### src/cdsp_consts.vh
`ifndef CDSP_CONSTS_VH
`define CDSP_CONSTS_VH
// -------------------------------------------------------------
// register indices (byte address = 4 * index)
// -------------------------------------------------------------
`define CDSP_IDX_REGCTL 14'h0812
`define CDSP_IDX_THROTTLE 14'h088c
`define CDSP_IDX_STATUS 14'h088d
`define CDSP_ADDR_W 16
// -------------------------------------------------------------
// throttle register fields
// -------------------------------------------------------------
`define CDSP_TH_IDLE 7
`define CDSP_TH_DOZE 6
`define CDSP_TH_ROI 5
`define CDSP_TH_DOE 4
`define CDSP_TH_RATIO_HI 2
`define CDSP_TH_RATIO_LO 0
`define CDSP_TH_RESET 8'h00
// -------------------------------------------------------------
// regulator control and status fields
// -------------------------------------------------------------
`define CDSP_RC_LPSEL 1
`define CDSP_RC_RESET 8'h00
`define CDSP_ST_TO_N 4
`define CDSP_ST_PD_N 3
// -------------------------------------------------------------
// timing
// -------------------------------------------------------------
`define CDSP_CLK_MHZ 50
`define CDSP_OST_PERIODS 1024
`define CDSP_REG_STAB_NS 5000
`define CDSP_REG_STAB_CYC ((`CDSP_REG_STAB_NS*`CDSP_CLK_MHZ+999)/1000)
`endif

### src/cdsp_power_ctrl.v
// Register access over APB and the placing of the registers were chosen for this implementation.
`timescale 1ns/10ps
`include "cdsp_consts.vh"
module cdsp_power_ctrl (
  input wire clk,
  input wire rst_b,
  input wire psel,
  input wire penable,
  input wire pwrite,
  input wire [15:0] paddr,
  input wire [31:0] pwdata,
  output reg [31:0] prdata,
  output reg pready,
  output reg pslverr,
  input wire sleepExec,
  input wire irqEntry,
  input wire irqReturn,
  input wire enabledIrqPending,
  input wire globalIrqEnable,
  input wire wdtWake,
  input wire wdtSleepRun,
  input wire crystalMode,
  input wire flagsRestore,
  input wire lowVoltageStrap,
  output reg cpuClkEn,
  output reg pfmEn,
  output reg periphClkEn,
  output reg prefetchReq,
  output reg vectorAfterNext,
  output reg wdtClear,
  output reg wdtRunEn,
  output reg ioHold,
  output reg regLowPower,
  output reg sleepActive,
  output reg idleActive,
  output reg powerDownFlagN,
  output reg timeoutFlagN
);

  // -------------------------------------------------------------
  // states of the power sequencer
  // -------------------------------------------------------------
  localparam [2:0] ST_RUN = 3'h0; // normal or doze execution
  localparam [2:0] ST_IDLE = 3'h1; // cpu halted, peripherals run
  localparam [2:0] ST_SLEEP = 3'h2; // cpu clock gated
  localparam [2:0] ST_OST = 3'h3; // oscillator start-up wait
  localparam [2:0] ST_STAB = 3'h4; // regulator settle wait
  localparam [2:0] ST_RESUME = 3'h5; // one-cycle restart boundary

  // counts worked out at full width, then cut to the counter width
  localparam integer OST_LAST = `CDSP_OST_PERIODS - 1;
  localparam integer STAB_LAST = `CDSP_REG_STAB_CYC - 1;
  localparam [10:0] OST_TOP = OST_LAST[10:0];
  localparam [10:0] STAB_TOP = STAB_LAST[10:0];

  // -------------------------------------------------------------
  // helper functions
  // -------------------------------------------------------------
  // last count of a doze period: ratio 0 -> 1, ratio 7 -> 255
  function [7:0] dozeTop;
    input [2:0] ratio;
    reg [8:0] n;
    begin
      n = 9'h002 << ratio;
      dozeTop = n[7:0] - 8'h01;
    end
  endfunction

  // word address match on an aligned index
  function hit;
    input [15:0] addr;
    input [13:0] idx;
    begin
      hit = (addr[15:2] == idx) && (addr[1:0] == 2'h0);
    end
  endfunction

  // -------------------------------------------------------------
  // state declarations
  // -------------------------------------------------------------
  reg [2:0] state_r; // sequencer state
  reg [2:0] state_nxt;
  reg [10:0] waitCnt_r; // start-up and settle counter
  reg [10:0] waitCnt_nxt;
  reg [7:0] dozeCnt_r; // doze period counter
  reg [7:0] dozeCnt_nxt;
  reg idleSel_r; // idle_select_bit
  reg dozeAct_r; // doze_active_bit
  reg roi_r; // recover_on_irq_bit
  reg doe_r; // doze_on_exit_bit
  reg [2:0] ratio_r; // doze ratio field
  reg lpSel_r; // regulator_lowpower_select
  reg lpUsed_r; // low-power sleep taken this time
  reg lvSync1_r; // strap synchroniser, first stage
  reg lvSync2_r; // strap synchroniser, second stage
  reg lowVolt_r; // strap caught at reset
  wire apbSetup;
  wire apbWrite;
  wire dozeTick;
  wire wakeReq;
  wire [7:0] thRead;

  assign apbSetup = psel & ~penable;
  assign apbWrite = psel & penable & pready & pwrite;
  assign dozeTick = (dozeCnt_r == 8'h00);
  // individual enable already folded into the pending level
  assign wakeReq = enabledIrqPending | wdtWake;
  assign thRead = {idleSel_r, dozeAct_r, roi_r, doe_r, 1'b0, ratio_r};

  // -------------------------------------------------------------
  // low-voltage strap capture
  // -------------------------------------------------------------
  // strap is a pin, so two flops before it is looked at
  always @(posedge clk) begin
    lvSync1_r <= lowVoltageStrap;
    lvSync2_r <= lvSync1_r;
  end

  // caught while reset is held, frozen afterwards
  always @(posedge clk) begin
    if (!rst_b) begin
      lowVolt_r <= lvSync2_r;
    end
  end

  // -------------------------------------------------------------
  // apb slave, zero wait states
  // -------------------------------------------------------------
  // answer prepared in the setup cycle so pready is a flop
  always @(posedge clk) begin
    if (!rst_b) begin
      pready <= 1'b0;
      pslverr <= 1'b0;
      prdata <= 32'h00000000;
    end else if (apbSetup) begin
      pready <= 1'b1;
      pslverr <= 1'b0;
      prdata <= 32'h00000000;
      if (hit(paddr, `CDSP_IDX_THROTTLE)) begin
        prdata <= {24'h000000, thRead};
      end else if (hit(paddr, `CDSP_IDX_REGCTL)) begin
        // low-voltage parts have no selectable option
        prdata <= {30'h00000000, lpSel_r & ~lowVolt_r, 1'b0};
      end else if (hit(paddr, `CDSP_IDX_STATUS)) begin
        prdata <= {27'h0000000, timeoutFlagN, powerDownFlagN,
                   state_r};
      end else begin
        // unmapped: error, data reads zero
        pslverr <= 1'b1;
      end
    end else begin
      pready <= 1'b0;
      pslverr <= 1'b0;
    end
  end

  // -------------------------------------------------------------
  // throttle and regulator registers
  // -------------------------------------------------------------
  // hardware events win over a software write in the same cycle;
  // the cpu cannot return and store in one instruction anyway
  always @(posedge clk) begin
    if (!rst_b) begin
      idleSel_r <= 1'b0;
      dozeAct_r <= 1'b0;
      roi_r <= 1'b0;
      doe_r <= 1'b0;
      ratio_r <= 3'h0;
      lpSel_r <= 1'b0;
    end else begin
      if (apbWrite && !pslverr) begin
        if (hit(paddr, `CDSP_IDX_THROTTLE)) begin
          idleSel_r <= pwdata[`CDSP_TH_IDLE];
          dozeAct_r <= pwdata[`CDSP_TH_DOZE];
          roi_r <= pwdata[`CDSP_TH_ROI];
          doe_r <= pwdata[`CDSP_TH_DOE];
          ratio_r <= pwdata[`CDSP_TH_RATIO_HI:`CDSP_TH_RATIO_LO];
        end
        if (hit(paddr, `CDSP_IDX_REGCTL)) begin
          lpSel_r <= pwdata[`CDSP_RC_LPSEL];
        end
      end
      if (irqEntry) begin
        doe_r <= dozeAct_r;
        if (roi_r) begin
          dozeAct_r <= 1'b0;
        end
      end else if (irqReturn) begin
        // value held at this moment decides, software may edit it
        dozeAct_r <= doe_r;
      end
    end
  end

  // -------------------------------------------------------------
  // sequencer next state
  // -------------------------------------------------------------
  always @* begin
    state_nxt = state_r;
    waitCnt_nxt = waitCnt_r;
    case (state_r)
      ST_RUN: begin
        // pending enabled irq with globals off: no-op
        if (sleepExec && !(enabledIrqPending &&
            !globalIrqEnable)) begin
          if (idleSel_r) begin
            state_nxt = ST_IDLE;
          end else begin
            state_nxt = ST_SLEEP;
          end
        end
      end
      ST_IDLE: begin
        if (wakeReq) begin
          state_nxt = ST_RESUME;
        end
      end
      ST_SLEEP: begin
        // a request present at entry wakes on the next edge
        if (wakeReq) begin
          waitCnt_nxt = 11'h000;
          if (crystalMode) begin
            state_nxt = ST_OST;
          end else if (lpUsed_r) begin
            state_nxt = ST_STAB;
          end else begin
            state_nxt = ST_RESUME;
          end
        end
      end
      ST_OST: begin
        waitCnt_nxt = waitCnt_r + 11'h001;
        if (waitCnt_r == OST_TOP) begin
          waitCnt_nxt = 11'h000;
          state_nxt = lpUsed_r ? ST_STAB : ST_RESUME;
        end
      end
      ST_STAB: begin
        waitCnt_nxt = waitCnt_r + 11'h001;
        if (waitCnt_r == STAB_TOP) begin
          waitCnt_nxt = 11'h000;
          state_nxt = ST_RESUME;
        end
      end
      ST_RESUME: begin
        state_nxt = ST_RUN;
      end
      default: begin
        state_nxt = ST_RUN;
        waitCnt_nxt = 11'h000;
      end
    endcase
  end

  // -------------------------------------------------------------
  // doze counter
  // -------------------------------------------------------------
  // free-running only while executing, restarts on each resume
  always @* begin
    dozeCnt_nxt = 8'h00;
    if (state_r == ST_RUN && dozeAct_r) begin
      // at or past the top: a ratio cut mid-period wraps at once
      if (dozeCnt_r >= dozeTop(ratio_r)) begin
        dozeCnt_nxt = 8'h00;
      end else begin
        dozeCnt_nxt = dozeCnt_r + 8'h01;
      end
    end
  end

  // -------------------------------------------------------------
  // sequencer registers and pulses
  // -------------------------------------------------------------
  always @(posedge clk) begin
    if (!rst_b) begin
      // pin, brown-out and power-on resets arrive here
      state_r <= ST_RUN;
      waitCnt_r <= 11'h000;
      dozeCnt_r <= 8'h00;
      lpUsed_r <= 1'b0;
      prefetchReq <= 1'b0;
      vectorAfterNext <= 1'b0;
      wdtClear <= 1'b0;
      powerDownFlagN <= 1'b1;
      timeoutFlagN <= 1'b1;
    end else begin
      state_r <= state_nxt;
      waitCnt_r <= waitCnt_nxt;
      dozeCnt_r <= dozeCnt_nxt;
      prefetchReq <= 1'b0;
      vectorAfterNext <= 1'b0;
      wdtClear <= 1'b0;
      if (flagsRestore) begin
        powerDownFlagN <= 1'b1;
        timeoutFlagN <= 1'b1;
      end
      if (state_r == ST_RUN && sleepExec) begin
        // next address fetched even when sleep acts as no-op
        prefetchReq <= 1'b1;
      end
      if (state_r == ST_RUN && state_nxt == ST_SLEEP) begin
        wdtClear <= 1'b1;
        powerDownFlagN <= 1'b0;
        timeoutFlagN <= 1'b1;
        lpUsed_r <= lpSel_r & ~lowVolt_r;
      end
      if (state_r == ST_SLEEP && state_nxt != ST_SLEEP) begin
        wdtClear <= 1'b1;
      end
      // a watchdog wake is no interrupt, so it never vectors
      if (state_r == ST_RESUME && globalIrqEnable &&
          enabledIrqPending) begin
        vectorAfterNext <= 1'b1;
      end
    end
  end

  // -------------------------------------------------------------
  // clock gates and hold controls
  // -------------------------------------------------------------
  // registered from next state so gates change on a boundary
  always @(posedge clk) begin
    if (!rst_b) begin
      cpuClkEn <= 1'b1;
      pfmEn <= 1'b1;
      periphClkEn <= 1'b1;
      wdtRunEn <= 1'b1;
      ioHold <= 1'b0;
      regLowPower <= 1'b0;
      sleepActive <= 1'b0;
      idleActive <= 1'b0;
    end else begin
      if (state_nxt == ST_RUN) begin
        // doze: one enabled cycle per period
        cpuClkEn <= ~dozeAct_r | (dozeCnt_nxt == 8'h00);
        pfmEn <= ~dozeAct_r | (dozeCnt_nxt == 8'h00);
      end else begin
        cpuClkEn <= 1'b0;
        pfmEn <= 1'b0;
      end
      // system-clock peripherals stop in sleep and through the start-up and settle waits
      periphClkEn <= (state_nxt == ST_RUN) ||
                     (state_nxt == ST_IDLE) ||
                     (state_nxt == ST_RESUME);
      wdtRunEn <= (state_nxt != ST_SLEEP) | wdtSleepRun;
      ioHold <= (state_nxt == ST_SLEEP) || (state_nxt == ST_OST) ||
                (state_nxt == ST_STAB);
      regLowPower <= (state_nxt == ST_SLEEP) &
                     (lpSel_r & ~lowVolt_r);
      sleepActive <= (state_nxt == ST_SLEEP);
      idleActive <= (state_nxt == ST_IDLE);
    end
  end

endmodule // cdsp_power_ctrl

### config.mk
export PLATFORM = sky130hd
export DESIGN_NAME = cdsp_power_ctrl
export DESIGN_NICKNAME = d
export VERILOG_FILES = /design/src/cdsp_power_ctrl.v
export VERILOG_INCLUDE_DIRS = /design/src
export SDC_FILE = /design/constraint.sdc
export NUM_CORES = 1
export LEC_CHECK = 0
export ABC_AREA = 0
export ABC_CLOCK_PERIOD_IN_PS = 2000
export BUFFER_PORTS_ARGS = -buffer_cell sky130_fd_sc_hd__buf_2
export CORE_MARGIN = 3
export CORE_UTILIZATION = 40
export DETAILED_ROUTE_END_ITERATION = 8
export GPL_ROUTABILITY_DRIVEN = 0
export PLACE_DENSITY = 0.69
export SLEW_MARGIN = 30
export SYNTH_ARGS = -nofsm -noshare
export SYNTH_HDL_FRONTEND = slang
export SYNTH_SLANG_ARGS = --single-unit
export TNS_END_PERCENT = 20
### constraint.sdc
create_clock -name clk -period 2 [get_ports clk]
set_input_delay 0.1 -clock clk [delete_from_list [all_inputs] [get_ports clk]]
set_output_delay 0.1 -clock clk [all_outputs]
set_load 0.1 [all_outputs]
==> results.py, run 1 <==
metrics = {
    "worst_setup_path": {
        "cp_max_fo": 6,
        "cp.arrival_ps": 2090,
        "worstPathRequired_ps": 2190,
        "startpoint_type": "register",
        "crit_path_end_kind": "register",
        "crit_type": "register to register",
    },
    "timing": {
        "tightest_slew_ps": 599,
        "slew_viol_final": 0,
        "rsz0062_at_grt": "true",
        "setup_violations": 0,
        "min_period_over_period_pct": 94.8,
        "fin_skew_ps": 16.5,
        "clock.fmax_mhz": 527,
        "slew_headroom_pct": 60.0,
        "hold_viol": 0,
        "fin_crit_ps": 1900,
    },
    "synth": {
        "yosys_warnings": 0,
        "synth_area_per_cell_um2": 8.78,
        "synth_compound_area_share_pct": 11.6,
        "synth_seq_cells": 55,
        "synth_cell_types": 57,
        "async_flop_share_pct": 0,
        "synth-main-ff-cell": "dfxtp_1",
        "muxShareOfSynthArea_pct": 3.18,
        "synth_edf_count": 1,
        "syn_inst": 327,
        "ys_seq_area_share_pct": 38.7,
        "synthAdderAreaFrac_pct": 4.36,
        "synth-simple-area-share_pct": 26.7,
        "synth_xor_area_share_pct": 5.19,
        "synth_top_family_by_area": "simple AND/OR/NAND/NOR gates",
        "syn_area_um2": 2870,
    },
    "route": {
        "num_vias": 2424,
        "drt_first_iter_violations": 99,
        "detail_route.wirelength_mm": 6.19,
        "viasPerCell": 4.88,
        "wl_per_cell_um": 12.5,
        "final_antenna_net_count": 0,
        "first_pass_iters": 4,
        "route.detailed.drc": 0,
    },
    "finish": {
        "stdcell_count": 497,
        "antenna_cells": 0,
        "fin_area_um2": 3430,
        "final_common_cell": "buf_2",
        "area_growth_pct": 19.3,
        "fin_nets": 473,
        "drive_gt1_share_pct": 27.7,
        "final_cell_mix": "buf_2, dfxtp_1, nor2_1, nand2_1, conb_1",
    },
    "global_route": {
        "grt_use_total_pct": 15.5,
        "grt_pass1_wl_mm": 10.6,
        "overflow": 0,
        "grt_max_degree": 19,
        "antenna_found_initial": 0,
        "grt_pass1_vias": 2284,
    },
    "placement": {
        "dpl.hpwl_mm": 4.76,
        "postPlaceCellArea_um2": 3260,
        "post-place-cells": 486,
        "io_buffers": 59,
    },
    "cts": {
        "ctsRootBufferMaster": "clkbuf_8",
        "cts_buffers": 5,
        "ctsLongestPathBuffers": 2,
        "clk_pin_slew_worst_paths_ps": 110,
        "cts_tree": "built",
        "clock-sinks": 55,
        "clock_latency_ps": 320,
        "htreeDepth": 2,
    },
    "floorplan": {
        "die_w_um": 90.7,
        "die_h_um": 90.7,
        "num_rows": 30,
        "core_um2": 6870,
        "die-area_um2": 8230,
        "ios": 110,
        "initial_core_util_pct": 41.8,
    },
    "power": {
        "power.leakage_nw": 1.49,
        "powerDensity_nw_per_um2": 812,
        "ir_worst_vdd_v": 0.000634,
    },
    "job": {
        "maxCapViolCount": 0,
    },
    "min_path": {
        "hp-class": "input pin to register",
    },
    "outcome": {
        "status": "finished clean",
    },
}
[worst max-delay path, cell delays in order (launching register included)]
cell	delay, ps
dfxtp_1	380
nor4b_2	330
o21ai_0	200
o221ai_2	290
nand2_1	200
or3_1	370
[worst paths after layout]
| kind | slack (ps) | end | cells after the start | start |
|---|---|---|---|---|
| min reg2reg | 350 | lvSync2_r$_DFF_P_ | 0 | lvSync1_r$_DFF_P_ |
| max reg2reg | 100 | wdtRunEn$_SDFF_PN1_ | 5 | state_r[1]$_SDFF_PN0_ |
| min | 30 | idleSel_r$_SDFFE_PN0P_ | 3 | pwdata[7] |
| max | 100 | wdtRunEn$_SDFF_PN1_ | 5 | state_r[1]$_SDFF_PN0_ |
[registers in the layout, summed over array words and instances (netlist names), 3 cells and up]
name / count
waitCnt_r: 11
dozeCnt_r: 8
prdata: 8
ratio_r: 3
state_r: 3
[synthesized netlist by cell type, types with 5 or more instances]
| master | number | share of area (%) |
|---|---|---|
| a21oi_1 | 16 | 2.8 |
| nand2b_1 | 5 | 1.1 |
| o21ai_0 | 9 | 1.6 |
| nor2b_1 | 5 | 1.1 |
| xnor2_1 | 5 | 1.5 |
| xor2_1 | 12 | 3.7 |
| nand3_1 | 14 | 2.4 |
| dfxtp_1 | 54 | 38 |
| nor2_1 | 40 | 5.2 |
| buf_4 | 26 | 6.8 |
| clkbuf_1 | 6 | 0.78 |
| ha_1 | 10 | 4.4 |
| nand2_1 | 29 | 3.8 |
| mux2i_1 | 8 | 2.8 |
| nand4_1 | 10 | 2.2 |
| and3_1 | 5 | 1.1 |
| inv_1 | 10 | 1.3 |
| nor3_1 | 6 | 1.0 |
[repair_timing]
action | in CTS | in global routing
hold endpoints to repair | 2 | 0
endpoints found under the setup margin | 0 | 24
resized for setup | 0 | 8
hold buffers | 2 | 0
setup buffers | 0 | 1
[power breakdown]
group	leakage [nW]	internal, mW	switching [mW]
Sequential	0.451	1.15	0.0330
Clock	0.0569	0.330	0.380
Combinational	0.978	0.194	0.692
Total	1.49	1.68	1.11
[through the flow]
stage | util [%] | setup TNS (ps) | hold slack [ps] | setup WS, ps | total power [mW]
finish | 49.9 | 0 | 26.0 | 103 | 2.78
floorplan | - | 0 | 128 | 98.3 | 1.94
global route | 49.9 | -3.38 | 45.6 | -3.38 | 2.89
CTS | 49.4 | 0 | 19.7 | 43.0 | 2.79
global placement | 47.5 | 0 | 206 | 105 | 2.07
detailed placement | 47.5 | 0 | 205 | 67.0 | 2.08
[layout make-up]
type	instances	area, µm²
sequential	55	1120
tap	96	120
timing repair buffer	80	458
multi-input combinational	247	1580
inverter	11	41.3
clock inverter	2	17.5
fill	661	3440
clock buffer	6	93.8
[per-layer routing]
layer,global-route usage (%),wire (µm),up-vias
li1,-,-,1233
met1,21.0,2930,1107
met3,3.25,376,7
met2,24.0,2810,77
met4,5.74,70,0
met5,0,0,-
[kinds of logic after synthesis]
| group | count (synthesis) |
|---|---|
| and+or+nand+nor | 139 |
| muxes | 9 |
| buffers and inverters | 48 |
| other | 2 |
| AOI/OAI and AO/OA | 47 |
| xor gates and xnor gates | 17 |
| DFF | 55 |
| adders and majority gates | 10 |
Power figures use the tool's default switching activity.
==> run 2, diff against run 1 <==
--- a/config.mk
+++ b/config.mk
@@ -8,7 +8,7 @@
 export LEC_CHECK = 0
 export ABC_AREA = 0
 export ABC_CLOCK_PERIOD_IN_PS = 2000
-export BUFFER_PORTS_ARGS = -buffer_cell sky130_fd_sc_hd__buf_2
+export BUFFER_PORTS_ARGS = -buffer_cell sky130_fd_sc_hd__buf_4
 export CORE_MARGIN = 3
 export CORE_UTILIZATION = 40
 export DETAILED_ROUTE_END_ITERATION = 8
==> results.py, run 2 (same netlist as run 1, synthesis figures left out) <==
metrics = {
    "timing": {
        "setup_violations": 0,
        "clock.fmax_mhz": 523,
        "rsz0062_at_grt": "true",
        "hold_viol": 0,
        "slew_headroom_pct": 61.5,
        "whs_ps": 25.3,
        "fin_skew_ps": 11.3,
        "slew_viol_final": 0,
        "min_period_over_period_pct": 95.7,
        "tightest_slew_ps": 576,
        "fin_crit_ps": 1910,
    },
    "finish": {
        "drive_gt1_share_pct": 27.3,
        "final_common_cell": "buf_4",
        "final_core_util_pct": 51.8,
        "fin_nets": 472,
        "top_register": "waitCnt_r",
        "largest_reg_flops": 11,
        "final_cell_mix": "buf_4, dfxtp_1, nor2_1, nand2_1, conb_1",
        "reg_top3": "waitCnt_r x11, dozeCnt_r x8, prdata x8",
        "antenna_cells": 0,
        "area_growth_pct": 23.9,
    },
    "cts": {
        "ctsLongestPathBuffers": 2,
        "ctsRootBufferMaster": "clkbuf_8",
        "cts_tree": "built",
        "clock_latency_ps": 310,
        "cts_buffers": 5,
        "htreeDepth": 2,
        "clk_pin_slew_worst_paths_ps": 100,
        "clock-sinks": 55,
    },
    "global_route": {
        "grt_pass1_wl_mm": 10.4,
        "grt_pass1_vias": 2249,
        "grt_max_degree": 19,
        "antenna_found_initial": 0,
        "overflow": 0,
        "grt_use_total_pct": 15.2,
    },
    "placement": {
        "dpl.hpwl_mm": 4.83,
        "io_buffers": 59,
    },
    "floorplan": {
        "die_h_um": 90.7,
        "core_um2": 6870,
        "die-area_um2": 8230,
        "initial_core_util_pct": 41.8,
        "ios": 110,
        "num_rows": 30,
        "die_w_um": 90.7,
    },
    "job": {
        "maxCapViolCount": 0,
    },
    "route": {
        "viasPerCell": 4.83,
        "detail_route.wirelength_mm": 6.18,
        "route.detailed.drc": 0,
        "drt_first_iter_violations": 76,
        "first_pass_iters": 4,
        "num_vias": 2395,
        "final_antenna_net_count": 0,
        "wl_per_cell_um": 12.5,
    },
    "power": {
        "ir_worst_vdd_v": 0.000557,
        "power.leakage_nw": 1.51,
        "powerDensity_nw_per_um2": 782,
    },
    "worst_setup_path": {
        "crit_path_end_kind": "register",
        "cp.arrival_ps": 2120,
        "startpoint_type": "register",
        "worstPathRequired_ps": 2210,
        "crit_type": "register to register",
        "cp_max_fo": 6,
    },
    "min_path": {
        "hp-class": "input pin to register",
    },
    "outcome": {
        "status": "finished clean",
    },
}
## run 2: changes by cell type in the layout (fill, tap and decap cells not counted), moves of 2 or more
cell,delta
buf_2,-59
buf_4,+58
dfxtp_1,+2
dfxtp_2,-2
o21ai_0,-2
o21ai_1,+2
## run 2: final cells by class
cell class	count	area [µm²]
fill	671	3310
multi-input combinational	247	1580
sequential	55	1110
timing repair buffer	79	598
tap	96	120
clock buffer	6	82.6
inverter	11	41.3
clock inverter	2	17.5
## run 2: worst max-delay path: stages (launching register included)
cell and delay [ps]:
dfxtp_1 390, nand3_2 140, or4_4 590, nand3_2 130, nand3_2 180, o41ai_2 380
## run 2: per-layer routing
metal	track usage [%]	share of wire, %
met5	0	0
met4	3.57	0.87
met3	5.25	7.5
met2	23.5	45
met1	20.2	47
## run 2: timing repair
action                     4_1_cts  5_1_grt
gates resized for setup          0        9
hold endpoints to repair         2        0
setup buffers                    0        1
hold buffers                     2        0
setup endpoints to repair        0       22
## run 2: path summary, 6_finish.rpt
check | slack, ps | startpoint | cells after the start | end
max | 90 | waitCnt_r[7]$_SDFFE_PN0P_ | 5 | pfmEn$_SDFF_PN1_
min | 30 | pwdata[5] | 3 | roi_r$_SDFFE_PN0P_
max reg2reg | 90 | waitCnt_r[7]$_SDFFE_PN0P_ | 5 | pfmEn$_SDFF_PN1_
min reg2reg | 330 | lvSync1_r$_DFF_P_ | 0 | lvSync2_r$_DFF_P_
## run 2: where the power goes
group,switching [mW],internal [mW],total (mW)
clock,0.377,0.291,0.668
combinational,0.694,0.237,0.932
sequential,0.0332,1.15,1.18
total,1.10,1.68,2.78
## run 2: metrics by stage
step	worst slack (ps)	total power [mW]	area [µm²]	TNS (ps)	instances
finish	86.9	2.78	3560	0	496
global route	-47.0	2.91	3560	-47.0	496
CTS	23.2	2.80	3520	0	495
detailed placement	45.4	2.13	3400	0	485
global placement	110	2.12	3400	0	485
floorplan	98.3	1.94	2960	0	350
